File: config.mk
export PLATFORM = sky130hd
export DESIGN_NAME = ppt_core
export DESIGN_NICKNAME = d
export VERILOG_FILES = /design/src/ppt_pkg.sv /design/src/ppt_divu.sv /design/src/ppt_core.sv
export VERILOG_INCLUDE_DIRS = /design/src /design/src/src
export SDC_FILE = /design/constraint.sdc
export NUM_CORES = 2
export LEC_CHECK = 0
export BUFFER_PORTS_ARGS = -buffer_cell sky130_fd_sc_hd__buf_2
export CAP_MARGIN = 30
export CORE_ASPECT_RATIO = 1.25
export CORE_UTILIZATION = 54
export CTS_CLUSTER_SIZE = 28
export DETAILED_ROUTE_END_ITERATION = 8
export MAX_ROUTING_LAYER = met4
export PLACE_DENSITY = 0.71
export SYNTH_ARGS = -nofsm -noshare
export SYNTH_HDL_FRONTEND = slang
export SYNTH_SLANG_ARGS = --single-unit
File: constraint.sdc
create_clock -name clk -period 20.6 [get_ports clk]
set_input_delay 4.12 -clock clk [delete_from_list [all_inputs] [get_ports clk]]
set_output_delay 4.12 -clock clk [all_outputs]
set_load 0.01 [all_outputs]
File: src/ppt_regs.svh
`ifndef PPT_REGS_SVH
`define PPT_REGS_SVH

// ----------------------------------------------------------------------
// Register byte offsets
// ----------------------------------------------------------------------
`define PPT_OFF_CONTROL     8'h00
`define PPT_OFF_TARGET      8'h04
`define PPT_OFF_WRAP_MODE   8'h08
`define PPT_OFF_WRAP_ENABLE 8'h0c
`define PPT_OFF_WRAP_RANGE  8'h10
`define PPT_OFF_WRAP_OFFSET 8'h14
`define PPT_OFF_STATUS      8'h18
`define PPT_OFF_ENDPOINT    8'h1c
`define PPT_OFF_TRAVEL      8'h20

// ----------------------------------------------------------------------
// Control word bit positions
// ----------------------------------------------------------------------
`define PPT_CTL_NEW_SETPOINT 4
`define PPT_CTL_RELATIVE     6
`define PPT_CTL_BASE_ACTUAL  12
`define PPT_CTL_PUSH         13
`define PPT_CTL_WRAP         14

// ----------------------------------------------------------------------
// Status bit positions
// ----------------------------------------------------------------------
`define PPT_STS_BUSY       0
`define PPT_STS_DONE       1
`define PPT_STS_FORWARD    2
`define PPT_STS_ERROR      3
`define PPT_STS_OUT_WINDOW 4
`define PPT_STS_ACTUAL     5

// ----------------------------------------------------------------------
// Reset values and scale divisors
// ----------------------------------------------------------------------
`define PPT_RST_CONTROL     16'h0000
`define PPT_RST_TARGET      32'h0000_0000
`define PPT_RST_WRAP_MODE   2'h0
`define PPT_RST_WRAP_ENABLE 1'h0
`define PPT_RST_WRAP_RANGE  16'h000a
`define PPT_RST_WRAP_OFFSET 16'h1388
`define PPT_RANGE_DIVISOR   48'h0000_0000_000a
`define PPT_RATIO_DIVISOR   48'h0000_0000_2710

`endif

File: src/ppt_pkg.sv
package ppt_pkg;

	typedef enum logic [6:0] {
		PPT_IDLE   = 7'b000_0001,
		PPT_RANGE  = 7'b000_0010,
		PPT_OFFS   = 7'b000_0100,
		PPT_CUR    = 7'b000_1000,
		PPT_TGT    = 7'b001_0000,
		PPT_RESULT = 7'b010_0000,
		PPT_FAIL   = 7'b100_0000
	} ppt_state_t;

	typedef enum logic [1:0] {
		PPT_WRAP_ABSOLUTE = 2'h0,
		PPT_WRAP_SHORTEST = 2'h1,
		PPT_WRAP_FORWARD  = 2'h2,
		PPT_WRAP_REVERSE  = 2'h3
	} ppt_wrap_mode_t;

	typedef logic signed [47:0] ppt_wide_t;

endpackage : ppt_pkg

File: src/ppt_divu.sv
`timescale 1ns/10ps

// ----------------------------------------------------------------------
// Unsigned restoring divider, one quotient bit per clock
// ----------------------------------------------------------------------
module ppt_divu #(
	parameter int W = 48
) (
	input  wire logic         clk,
	input  wire logic         rst_b,
	input  wire logic         start,
	input  wire logic [W-1:0] dividend,
	input  wire logic [W-1:0] divisor,
	output logic              done,
	output logic [W-1:0]      quotient,
	output logic [W-1:0]      remainder
);

	logic [W-1:0] quo_reg;
	logic [W-1:0] rem_reg;
	logic [W-1:0] div_reg;
	logic [7:0]   cnt_reg;
	logic         run_reg;
	logic         done_reg;
	logic [W:0]   trial;

	assign trial     = {rem_reg, quo_reg[W-1]} - {1'b0, div_reg};
	assign done      = done_reg;
	assign quotient  = quo_reg;
	assign remainder = rem_reg;

	// A zero divisor yields an all-ones quotient; callers screen it out.
	always_ff @(posedge clk) begin
		if (!rst_b) begin
			quo_reg  <= '0;
			rem_reg  <= '0;
			div_reg  <= '0;
			cnt_reg  <= 8'h00;
			run_reg  <= 1'b0;
			done_reg <= 1'b0;
		end else begin
			done_reg <= 1'b0;
			if (start) begin
				quo_reg <= dividend;
				rem_reg <= '0;
				div_reg <= divisor;
				cnt_reg <= 8'(W);
				run_reg <= 1'b1;
			end else if (run_reg) begin
				if (!trial[W]) begin
					rem_reg <= trial[W-1:0];
					quo_reg <= {quo_reg[W-2:0], 1'b1};
				end else begin
					rem_reg <= {rem_reg[W-2:0], quo_reg[W-1]};
					quo_reg <= {quo_reg[W-2:0], 1'b0};
				end
				cnt_reg <= cnt_reg - 8'h01;
				if (cnt_reg == 8'h01) begin
					run_reg  <= 1'b0;
					done_reg <= 1'b1;
				end
			end
		end
	end

endmodule : ppt_divu

File: src/ppt_core.sv
`timescale 1ns/10ps
`include "ppt_regs.svh"

// Behaviour
// - A move starts when software writes the control word with the new-setpoint bit going from 0 to 1, and target and mode bits except push are latched then.
// - With the wrap bit set the move is absolute inside the wrap range and the relative bit is ignored.
// - Without wrap, a set relative bit uses the base bit to pick the command position (0) or actual position (1) as reference.
// - Command-based incremental moves end at the command position plus the signed target amount.
// - Actual-based incremental moves end at the actual position plus the signed target amount.
// - After an actual-based move the command and actual positions both land on start actual position plus the amount.
// - The actual position may serve as reference even when it differs from the command position.
// - Wrap absolute moves go to the window coordinate with direction set by the coordinates alone.
// - Wrap shortest moves take whichever direction reaches the coordinate over the shorter distance.
// - Wrap forward moves always travel forward, wrapping round the range if needed.
// - Wrap reverse moves always travel in reverse, wrapping round the range if needed.
// - Wrap mode 0 is absolute, 1 shortest, 2 forward and 3 reverse.
// - The wrap range counts in tenths of a revolution.
// - The offset ratio counts in hundredths of a percent of the range.
module ppt_core #(
	parameter int STEPS_PER_REV = 10000
) (
	input  wire logic        clk,
	input  wire logic        rst_b,
	input  wire logic [7:0]  reg_addr,
	input  wire logic [31:0] reg_wdata,
	input  wire logic        reg_wr,
	input  wire logic        reg_rd,
	output logic      [31:0] reg_rdata,
	input  wire logic [31:0] cmd_pos,
	input  wire logic [31:0] act_pos,
	output logic             move_start,
	output logic      [31:0] move_endpoint,
	output logic      [31:0] move_travel,
	output logic             move_forward,
	output logic             move_push,
	output logic             move_rebase,
	output logic      [31:0] move_rebase_pos,
	output logic             move_busy
);

	import ppt_pkg::*;

	// ------------------------------------------------------------------
	// Software registers
	// ------------------------------------------------------------------
	logic [15:0]    control_reg;
	logic [31:0]    target_reg;
	ppt_wrap_mode_t wrap_mode_reg;
	logic           wrap_enable_reg;
	logic [15:0]    wrap_range_reg;
	logic [15:0]    wrap_offset_reg;
	logic           done_reg;
	logic           error_reg;
	logic           out_window_reg;
	logic           start_evt;
	logic           done_set;
	logic           error_set;
	logic           window_set;
	logic           sts_clear;

	// Starting while a move is being worked out is ignored so the latched set stays coherent.
	assign start_evt = reg_wr && (reg_addr == `PPT_OFF_CONTROL) && reg_wdata[`PPT_CTL_NEW_SETPOINT]
	                   && !control_reg[`PPT_CTL_NEW_SETPOINT] && !move_busy;
	assign sts_clear = reg_wr && (reg_addr == `PPT_OFF_STATUS);

	always_ff @(posedge clk) begin
		if (!rst_b) begin
			control_reg     <= `PPT_RST_CONTROL;
			target_reg      <= `PPT_RST_TARGET;
			wrap_mode_reg   <= ppt_wrap_mode_t'(`PPT_RST_WRAP_MODE);
			wrap_enable_reg <= `PPT_RST_WRAP_ENABLE;
			wrap_range_reg  <= `PPT_RST_WRAP_RANGE;
			wrap_offset_reg <= `PPT_RST_WRAP_OFFSET;
		end else if (reg_wr) begin
			if (reg_addr == `PPT_OFF_CONTROL) begin
				control_reg <= reg_wdata[15:0];
			end else if (reg_addr == `PPT_OFF_TARGET) begin
				target_reg <= reg_wdata;
			end else if (reg_addr == `PPT_OFF_WRAP_MODE) begin
				wrap_mode_reg <= ppt_wrap_mode_t'(reg_wdata[1:0]);
			end else if (reg_addr == `PPT_OFF_WRAP_ENABLE) begin
				wrap_enable_reg <= reg_wdata[0];
			end else if (reg_addr == `PPT_OFF_WRAP_RANGE) begin
				wrap_range_reg <= reg_wdata[15:0];
			end else if (reg_addr == `PPT_OFF_WRAP_OFFSET) begin
				wrap_offset_reg <= reg_wdata[15:0];
			end
		end
	end

	// Sticky flags: a write of 1 clears a bit, but a set in the same cycle wins.
	always_ff @(posedge clk) begin
		if (!rst_b) begin
			done_reg       <= 1'b0;
			error_reg      <= 1'b0;
			out_window_reg <= 1'b0;
		end else begin
			done_reg       <= done_set || (done_reg && !(sts_clear && reg_wdata[`PPT_STS_DONE]));
			error_reg      <= error_set || (error_reg && !(sts_clear && reg_wdata[`PPT_STS_ERROR]));
			out_window_reg <= window_set || (out_window_reg && !(sts_clear && reg_wdata[`PPT_STS_OUT_WINDOW]));
		end
	end

	// ------------------------------------------------------------------
	// Move computation
	// ------------------------------------------------------------------
	ppt_state_t     state_reg;
	logic           relative_l_reg;
	logic           base_act_l_reg;
	logic           wrap_l_reg;
	ppt_wrap_mode_t mode_l_reg;
	ppt_wide_t      target_l_reg;
	ppt_wide_t      cmd_l_reg;
	ppt_wide_t      act_l_reg;
	ppt_wide_t      range_reg;
	ppt_wide_t      offs_reg;
	ppt_wide_t      cur_in_reg;
	ppt_wide_t      tgt_in_reg;
	logic           neg_reg;
	logic           div_go_reg;
	logic [47:0]    dividend_reg;
	logic [47:0]    divisor_reg;
	logic           div_done;
	logic [47:0]    div_quo;
	logic [47:0]    div_rem;
	ppt_wide_t      folded;
	ppt_wide_t      tgt_shift;
	ppt_wide_t      cmd_shift;
	ppt_wide_t      diff;
	ppt_wide_t      fwd_dist;
	ppt_wide_t      rev_dist;
	ppt_wide_t      wrap_travel;
	ppt_wide_t      lin_end;
	ppt_wide_t      lin_ref;

	ppt_divu #(
		.W (48)
	) u_div (
		.clk       (clk),
		.rst_b     (rst_b),
		.start     (div_go_reg),
		.dividend  (dividend_reg),
		.divisor   (divisor_reg),
		.done      (div_done),
		.quotient  (div_quo),
		.remainder (div_rem)
	);

	// Shifting by the offset places the window start at zero before folding.
	assign cmd_shift = cmd_l_reg + offs_reg;
	assign tgt_shift = target_l_reg + offs_reg;
	assign folded    = (neg_reg && (div_rem != 48'h0)) ? (range_reg - ppt_wide_t'(div_rem))
	                                                   : ppt_wide_t'(div_rem);

	assign diff     = tgt_in_reg - cur_in_reg;
	assign fwd_dist = (diff < 0) ? (diff + range_reg) : diff;
	assign rev_dist = (fwd_dist == 48'sh0) ? 48'sh0 : (range_reg - fwd_dist);

	always_comb begin
		case (mode_l_reg)
			PPT_WRAP_ABSOLUTE: wrap_travel = diff;
			PPT_WRAP_SHORTEST: wrap_travel = (fwd_dist <= rev_dist) ? fwd_dist : -rev_dist;
			PPT_WRAP_FORWARD:  wrap_travel = fwd_dist;
			default:           wrap_travel = -rev_dist;
		endcase
	end

	// The actual position is taken as reference even if it lags the command one.
	assign lin_ref = base_act_l_reg ? act_l_reg : cmd_l_reg;
	assign lin_end = relative_l_reg ? (lin_ref + target_l_reg) : target_l_reg;

	assign done_set   = (state_reg == PPT_RESULT);
	assign error_set  = (state_reg == PPT_FAIL);
	assign window_set = (state_reg == PPT_TGT) && div_done && (tgt_shift < 0 || tgt_shift >= range_reg);

	always_ff @(posedge clk) begin
		if (!rst_b) begin
			state_reg      <= PPT_IDLE;
			relative_l_reg <= 1'b0;
			base_act_l_reg <= 1'b0;
			wrap_l_reg     <= 1'b0;
			mode_l_reg     <= PPT_WRAP_ABSOLUTE;
			target_l_reg   <= '0;
			cmd_l_reg      <= '0;
			act_l_reg      <= '0;
			range_reg      <= '0;
			offs_reg       <= '0;
			cur_in_reg     <= '0;
			tgt_in_reg     <= '0;
			neg_reg        <= 1'b0;
			div_go_reg     <= 1'b0;
			dividend_reg   <= '0;
			divisor_reg    <= '0;
		end else begin
			div_go_reg <= 1'b0;
			case (state_reg)
				PPT_IDLE: begin
					if (start_evt) begin
						relative_l_reg <= reg_wdata[`PPT_CTL_RELATIVE];
						base_act_l_reg <= reg_wdata[`PPT_CTL_BASE_ACTUAL];
						wrap_l_reg     <= reg_wdata[`PPT_CTL_WRAP];
						mode_l_reg     <= wrap_mode_reg;
						target_l_reg   <= ppt_wide_t'(signed'(target_reg));
						cmd_l_reg      <= ppt_wide_t'(signed'(cmd_pos));
						act_l_reg      <= ppt_wide_t'(signed'(act_pos));
						if (!reg_wdata[`PPT_CTL_WRAP]) begin
							state_reg <= PPT_RESULT;
						end else if (!wrap_enable_reg || wrap_range_reg == 16'h0000) begin
							state_reg <= PPT_FAIL;
						end else begin
							// Range in steps is the setting in tenths of a turn.
							dividend_reg <= 48'(wrap_range_reg) * 48'(STEPS_PER_REV);
							divisor_reg  <= `PPT_RANGE_DIVISOR;
							div_go_reg   <= 1'b1;
							state_reg    <= PPT_RANGE;
						end
					end
				end
				PPT_RANGE: begin
					if (div_done) begin
						range_reg <= ppt_wide_t'(div_quo);
						if (div_quo == 48'h0) begin
							state_reg <= PPT_FAIL;
						end else begin
							dividend_reg <= div_quo * 48'(wrap_offset_reg);
							divisor_reg  <= `PPT_RATIO_DIVISOR;
							div_go_reg   <= 1'b1;
							state_reg    <= PPT_OFFS;
						end
					end
				end
				PPT_OFFS: begin
					if (div_done) begin
						offs_reg     <= ppt_wide_t'(div_quo);
						neg_reg      <= (cmd_l_reg + ppt_wide_t'(div_quo)) < 0;
						dividend_reg <= 48'((cmd_l_reg + ppt_wide_t'(div_quo)) < 0
						                    ? -(cmd_l_reg + ppt_wide_t'(div_quo))
						                    : (cmd_l_reg + ppt_wide_t'(div_quo)));
						divisor_reg  <= 48'(range_reg);
						div_go_reg   <= 1'b1;
						state_reg    <= PPT_CUR;
					end
				end
				PPT_CUR: begin
					if (div_done) begin
						cur_in_reg   <= folded;
						neg_reg      <= tgt_shift < 0;
						dividend_reg <= 48'((tgt_shift < 0) ? -tgt_shift : tgt_shift);
						div_go_reg   <= 1'b1;
						state_reg    <= PPT_TGT;
					end
				end
				PPT_TGT: begin
					if (div_done) begin
						tgt_in_reg <= folded;
						state_reg  <= PPT_RESULT;
					end
				end
				PPT_RESULT: begin
					state_reg <= PPT_IDLE;
				end
				default: begin
					state_reg <= PPT_IDLE;
				end
			endcase
		end
	end

	// ------------------------------------------------------------------
	// Move outputs
	// ------------------------------------------------------------------
	ppt_wide_t end_calc;
	ppt_wide_t trav_calc;

	// A wrap move always counts from the command position and ignores the relative bit.
	assign end_calc  = wrap_l_reg ? (cmd_l_reg + wrap_travel) : lin_end;
	assign trav_calc = end_calc - cmd_l_reg;

	always_ff @(posedge clk) begin
		if (!rst_b) begin
			move_start      <= 1'b0;
			move_endpoint   <= 32'h0000_0000;
			move_travel     <= 32'h0000_0000;
			move_forward    <= 1'b0;
			move_push       <= 1'b0;
			move_rebase     <= 1'b0;
			move_rebase_pos <= 32'h0000_0000;
		end else begin
			move_start  <= 1'b0;
			move_rebase <= 1'b0;
			if (state_reg == PPT_RESULT) begin
				move_start      <= 1'b1;
				move_endpoint   <= end_calc[31:0];
				move_travel     <= trav_calc[31:0];
				move_forward    <= wrap_l_reg ? (wrap_travel > 0) : (trav_calc > 0);
				move_push       <= control_reg[`PPT_CTL_PUSH];
				// Command position is re-based on the actual one so both end together.
				move_rebase     <= !wrap_l_reg && relative_l_reg && base_act_l_reg;
				move_rebase_pos <= act_l_reg[31:0];
			end
		end
	end

	assign move_busy = (state_reg != PPT_IDLE);

	// ------------------------------------------------------------------
	// Read port
	// ------------------------------------------------------------------
	always_ff @(posedge clk) begin
		if (!rst_b) begin
			reg_rdata <= 32'h0000_0000;
		end else if (reg_rd) begin
			if (reg_addr == `PPT_OFF_CONTROL) begin
				reg_rdata <= {16'h0000, control_reg};
			end else if (reg_addr == `PPT_OFF_TARGET) begin
				reg_rdata <= target_reg;
			end else if (reg_addr == `PPT_OFF_WRAP_MODE) begin
				reg_rdata <= {30'h0000_0000, wrap_mode_reg};
			end else if (reg_addr == `PPT_OFF_WRAP_ENABLE) begin
				reg_rdata <= {31'h0000_0000, wrap_enable_reg};
			end else if (reg_addr == `PPT_OFF_WRAP_RANGE) begin
				reg_rdata <= {16'h0000, wrap_range_reg};
			end else if (reg_addr == `PPT_OFF_WRAP_OFFSET) begin
				reg_rdata <= {16'h0000, wrap_offset_reg};
			end else if (reg_addr == `PPT_OFF_STATUS) begin
				reg_rdata <= {26'h000_0000, move_rebase_pos == act_l_reg[31:0] && base_act_l_reg,
				              out_window_reg, error_reg, move_forward, done_reg, move_busy};
			end else if (reg_addr == `PPT_OFF_ENDPOINT) begin
				reg_rdata <= move_endpoint;
			end else if (reg_addr == `PPT_OFF_TRAVEL) begin
				reg_rdata <= move_travel;
			end else begin
				reg_rdata <= 32'h0000_0000;
			end
		end else begin
			reg_rdata <= 32'h0000_0000;
		end
	end

endmodule : ppt_core

**After elaboration in Yosys (flattened, before gate mapping)**

Cells that the tools add are included.

- Output and inout bits: 133
- Logic and storage cells: 225
- Memory bits (writable): 0
- Memories kept: 0
- Bits in latches: 0
- Register bits after elaboration: 770
- ROM bits: 0
- Input port bits: 108

- Add/subtract/negate cells: 14
- Muxes and demuxes: 65
- Reduce and logical (&&, ||, !) cells: 60
- Divide/modulo/power cells: 0
- Shift operators: 0
- Multipliers: 2
- $lt $le $gt $ge: 7
- Bitwise operators: 8
- Eq/ne operators: 28

Operators with widths:

| cell | number |
|---|---|
| $mux 48 | 25 |
| $pmux 48 s3 | 2 |
| $mux 32 | 8 |
| $pmux 48 s4 | 1 |
| $add 32x48->48 | 3 |
| $lt 48x1->1 const B | 3 |
| $neg 48->48 | 3 |
| $sub 48x48->48 | 3 |
| $gt 48x1->1 const B | 2 |
| $logic_not 48->1 | 2 |
| $mux 7 | 8 |
| $sub 49x48->49 | 1 |
| $add 48x32->48 | 1 |
| $add 48x48->48 | 1 |
| $ge 48x48->1 | 1 |
| $le 48x48->1 | 1 |
| $mul 48x16->48 | 1 |
| $reduce_bool 48->1 | 1 |
| $sub 48x32->48 | 1 |
| $pmux 7 s5 | 1 |
| $eq 32x32->1 | 1 |
| $eq 8x5->1 const B | 4 |
| $mul 16x10->26 const B | 1 |
| $logic_and 1x1->1 | 17 |
| other kinds (40) | 92 |

**Depth between registers and ports, before layout**

- Depth in word-level cells: 13
- Depth in mapped cells: 97
- Gate-level depth less buffers: 95

**By module**

Synthesis repeated with hierarchy kept, for this count alone.

- Cells, all modules: 11,097
- Area total of the unflattened synthesis: 84,820.1 um^2

Modules (own cells, without submodules):

| module | cells each | area an instance (um^2) | seq. area each (um^2) | times used |
|---|---|---|---|---|
| ppt_core | 9,983 | 75,281.0 | 12,331.8 | 1 |
| ppt_divu | 1,114 | 9,539.1 | 3,083.0 | 1 |

**Worst setup path before layout**

Ideal clock, no wire load.

- Path type: register -> register
- Start point: register cur_in_reg[37]
- End point: register move_forward
- Data required time: 20,479 ps
- Period minus slack after synthesis: 17,807 ps
- Slack: 2,793 ps
- Data arrival time: 17,685 ps
- Buffers on the path: 6
- Cell stages (with the launch flop): 89
- Setup time: 121 ps
- Cell sequence: dfxtp_1 > inv_1 > ha_1 > clkbuf_1 > nand2_1 > or4_1 > clkbuf_1 > and2_1 > nand2b_1 > a31o_1 > clkbuf_1 > nor3_1 > clkbuf_1 > clkbuf_1 > nand2_1 > nand2_1 > inv_1 > ha_1 > [... 53 more ...] > nand4_1 > o22ai_1 > a311oi_1 > nand4_1 > nor3_1 > o211a_1 > nand3_1 > nor4_1 > nand4_1 > nor4bb_1 > nand3_1 > nor2_1 > nand4_1 > nor4_1 > nand4_1 > or4_1 > a32oi_1 > nand2_1

- Cells in the longest elaborated chain, start to end: 13
- Elaborated cells on any way between the ends: 17
- Those cells by class: add/sub (6); order compare (4); mux (6); reduce/logical (1)

RTL lines:

| what | line | source |
|---|---|---|
| from (decl) | ppt_core.sv:117 | `ppt_wide_t cur_in_reg;` |
| from (signal assigned) | ppt_core.sv:246 | `cur_in_reg <= folded;` |
| $sub 48x48->48 * | ppt_core.sv:155 | `assign diff = tgt_in_reg - cur_in_reg;` |
| $add 48x48->48 or $lt 48x1->1 (tied branches) | ppt_core.sv:156 | `assign fwd_dist = (diff < 0) ? (diff + range_reg) : diff;` |
| $mux 48 | ppt_core.sv:156 |  |
| $sub 48x48->48 or $logic_not 48->1 (tied branches) | ppt_core.sv:157 | `assign rev_dist = (fwd_dist == 48'sh0) ? 48'sh0 : (range_reg - fwd_dist);` |
| $mux 48 | ppt_core.sv:157 |  |
| $neg 48->48 or $le 48x48->1 (tied branches) | ppt_core.sv:162, ppt_core.sv:164 |  |
| $mux 48 | ppt_core.sv:162 | `PPT_WRAP_SHORTEST: wrap_travel = (fwd_dist <= rev_dist) ? fwd_dist : -rev_dist;` |
| $pmux 48 s3 * | ppt_core.sv:160 | `case (mode_l_reg)` |
| $add 32x48->48 | ppt_core.sv:276 | `assign end_calc = wrap_l_reg ? (cmd_l_reg + wrap_travel) : lin_end;` |
| $mux 48 | ppt_core.sv:276 |  |
| $sub 48x32->48 | ppt_core.sv:277 | `assign trav_calc = end_calc - cmd_l_reg;` |
| $gt 48x1->1 | ppt_core.sv:295 | `move_forward <= wrap_l_reg ? (wrap_travel > 0) : (trav_calc > 0);` |
| $mux 1 * | ppt_core.sv:295 |  |
| to (signal assigned) | ppt_core.sv:295 |  |
| to (decl) | ppt_core.sv:34 | `output logic move_forward,` |

Mark *: on every way between the ends. The rest lies on a longest branch, timed or not.
A chain may end at the register's enable or synchronous reset.

**Final worst setup path**

- Start point: register cur_in_reg[11]
- End point: register move_forward

The elaborated chain is that of the path after synthesis.

==> key figures <==
Final layout
  – Most common cell after layout, fill and taps aside: nand2_1
  – Area grow syn2layout: 9.559%
  – Nets: 12640
  – Share of cells above drive strength 1: 8.356%
  – Core Util, Final: 59.73%
  – Fillers: 14270
  – Most frequent cells in the layout: 1795 x nand2_1, 1085 x a21oi_1, 957 x inv_1
  – Multi-input gate area: 0.06313 sq mm
  – Reg area: 0.01544 sq mm

Floorplan
  – Die Span Y: 443.3 um
  – Row count: 161
  – Die area: 0.1574 sq mm
  – I/O pin count: 241
  – Starting Density: 54.52%
  – Die Wd: 355.0 um
  – Core footprint: 0.1543 sq mm

Placement
  – Final Wtd Congestion: 1.057
  – Dpl hpwl: 283400 um
  – Port-buffer cells: 240
  – Dpl ws: 0.5477 ns

Detailed routing
  – Post-Route M1 WL: 128700 um
  – Final wirelength: 363700 um
  – Met3 WL post-DR: 33780 um
  – DR top layer: met4
  – DRC Markers: 8
  – WL/cell: 27.16 um
  – Via count: 86160
  – Iteration-0 DRC Markers: 9302
  – DR WL met2: 163500 um
  – DR pass1 iterations: 9
  – Vias/cell: 6.434
  – Routed Antenna Nets: 0

Timing
  – Slew headroom: 26.49%
  – Fin crit period: 19.56 ns
  – Final Max Slew Viols: 0
  – Final worst slack: 1.036 ns
  – Final setup vio count: 0
  – Final Skew: 0.07249 ns
  – Max Fclk: 51.12 MHz
  – Final hold violations: 0
  – Final Cycle Share: 94.97%
  – Worst slew pin tran: 1.097 ns

Logic synthesis
  – Syn_nets: 12530
  – Share of the synthesized area in the top cell type: 18.32%
  – Top post-synthesis cells by area: dfxtp_1 18%, fa_1 14%, ha_1 11%
  – Ys async rst share: 0%
  – Mapped Area: 0.08412 sq mm
  – Top FF cell, synth: dfxtp_1
  – Post-synthesis sequential area ratio: 18.32%
  – Gate Count Post-Synth: 11140
  – Yosys top cell by area: dfxtp_1
  – Post-synth EDFFs: 0
  – YS warnings: 0
  – Syn Area/Cell: 7.553 sq um
  – Synthesis-stage register bit count: 770
  – Cell variety after synth: 103

Critical path
  – Worst Setup SP: cur_in_reg[11]
  – Worst path slowest cell: or4_1
  – Critical path fanouts, max: 8
  – Critical Path Sink: move_forward
  – R2R cell count: 93
  – CP dominant cell by count: nand4_1
  – Flop2flop setup slack: 1.04 ns
  – Critical Path AT: 20.14 ns
  – Crit path kind: flip-flop to flip-flop
  – WP data required: 21.18 ns
  – R2r endpoint: move_forward
  – Worst setup SP type: flip-flop
  – Setup crit end kind: flip-flop
  – Slowest stage delay, CP: 0.55 ns
  – FF-to-FF Start: cur_in_reg[11]

Status
  – Violated checks: design-rule violations
  – Outcome: finished with violations

Power
  – PD cells: 35.99 mW/mm^2
  – Leakage power: 39.05 nW
  – Peak supply drop: 0.00006959 V

Worst hold path
  – Min-delay worst type: flip-flop to flip-flop

Clock tree
  – Bufs on Longest Clock Path: 3
  – CTS buffer count: 85
  – Htree depth: 3
  – Clock latency on the worst-skew pair: 0.77 ns
  – Clock transition at the registers of the reported paths: 0.07 ns
  – CTS tree: built
  – CTS sink count: 770
  – Clk root buf: clkbuf_16

Global routing
  – GRT Overall Usage: 46.50%
  – First-pass GRT wire length: 533000 um
  – Grt ovf: 0
  – Initial antenna violation count: 28
  – Largest net degree at the start of global routing: 180
  – Vias in the first global route: 83330

Job
  – Max-cap violation count: 0
-- stage by stage --
step / total power (W) / TNS, ns / cells / area [sq um] / hold WS (ns)
2_1_floorplan: 0.001583 / 0 / 11140 / 84120 / 0.4254
3_5_place_dp: 0.001623 / 0 / 13190 / 88680 / 0.4432
5_1_grt: 0.003384 / -0.1081 / 13390 / 92150 / 0.4715
6_report: 0.003317 / 0 / 13390 / 92160 / 0.4508
3_3_place_gp: 0.001620 / 0 / 13180 / 88570 / 0.4358
4_1_cts: 0.003314 / 0 / 13350 / 91790 / 0.4521
-- power by group --
group	total, W	internal [W]	switching [W]
clock network	0.00172	0.000968	0.000755
logic	0.000104	0.0000325	0.0000716
registers	0.00149	0.00149	0.00000138
total	0.00332	0.00249	0.000828
-- metal layers --
layer	vias up	global-route usage, %
met5	-	-
met2	4717	72.09
met3	1524	9.739
li1	38460	-
met4	0	39.78
met1	41460	50.81
-- cell families (layout without fill, tap and decap cells) --
kind of cell | count (synthesis) | in the layout | share of synthesized area [%]
other | 0 | 34 | 0
AND/OR/NAND/NOR | 3953 | 3953 | 21.19
multiplexers | 153 | 153 | 1.850
adder cells (fa/ha/maj) | 1285 | 1285 | 24.21
AO/OA/AOI/OAI | 2806 | 2806 | 21.12
flip-flops | 770 | 770 | 18.32
buffers and inverters | 1565 | 1749 | 6.988
XOR/XNOR | 605 | 605 | 6.315
-- critical path, delay by kind of cell (launching register included) --
family                     cells  cell delay [ns]
adders and majority gates      6             2.03
muxes                          1             0.47
DFF                            1             0.34
xor gates and xnor gates       4             0.90
AOI/OAI and AO/OA             40             8.12
buffers and inverters          9             1.29
and+or+nand+nor               33             6.29
-- what timing repair did --
| item | CTS | global route |
|---|---|---|
| hold buffers | 0 | 0 |
| setup endpoints to repair | 0 | 1 |
| setup buffers | 0 | 2 |
| resized for setup | 0 | 42 |
-- how the worst min path moves through the flow --
stage / startpoint / end / slack (ns) / cells after the start
after floorplan: dividend_reg[10] / dividend_reg[10] / 0.43 / 2
after global routing: divisor_reg[7] / divisor_reg[7] / 0.47 / 2
final: divisor_reg[25] / divisor_reg[25] / 0.45 / 2
after CTS: divisor_reg[41] / divisor_reg[41] / 0.45 / 2
after global placement: dividend_reg[3] / dividend_reg[3] / 0.44 / 2
after detailed placement: dividend_reg[42] / dividend_reg[42] / 0.44 / 2
-- cell type report --
class                      instances  area share (%)
clock buffer                     107           2.596
multi-input combinational       8802           68.50
clock inverter                    49          0.7752
timing repair buffer             628           4.578
tap                             2037           2.765
inverter                         965           3.938
antenna                           34         0.09232
sequential                       770           16.76
-- cells in the mapped netlist (56+ instances only) --
| master | count |
|---|---|
| nor3_1 | 187 |
| nand3_1 | 180 |
| a21o_1 | 221 |
| and3_1 | 56 |
| xor2_1 | 220 |
| nand2b_1 | 107 |
| ha_1 | 707 |
| o31ai_1 | 60 |
| or3_1 | 67 |
| nor2b_1 | 79 |
| nand4_1 | 89 |
| fa_1 | 573 |
| nor4_1 | 81 |
| a31oi_1 | 75 |
| o211ai_1 | 56 |
| nor2_1 | 907 |
| mux2i_1 | 142 |
| o21ai_0 | 442 |
| a211oi_1 | 177 |
| o21a_1 | 80 |
| inv_1 | 958 |
| dfxtp_1 | 770 |
| clkbuf_1 | 554 |
| o21bai_1 | 90 |
| and2_1 | 214 |
| a21oi_1 | 1096 |
| xnor2_1 | 384 |
| nand2_1 | 1798 |
(Power assumes the default switching activity.)
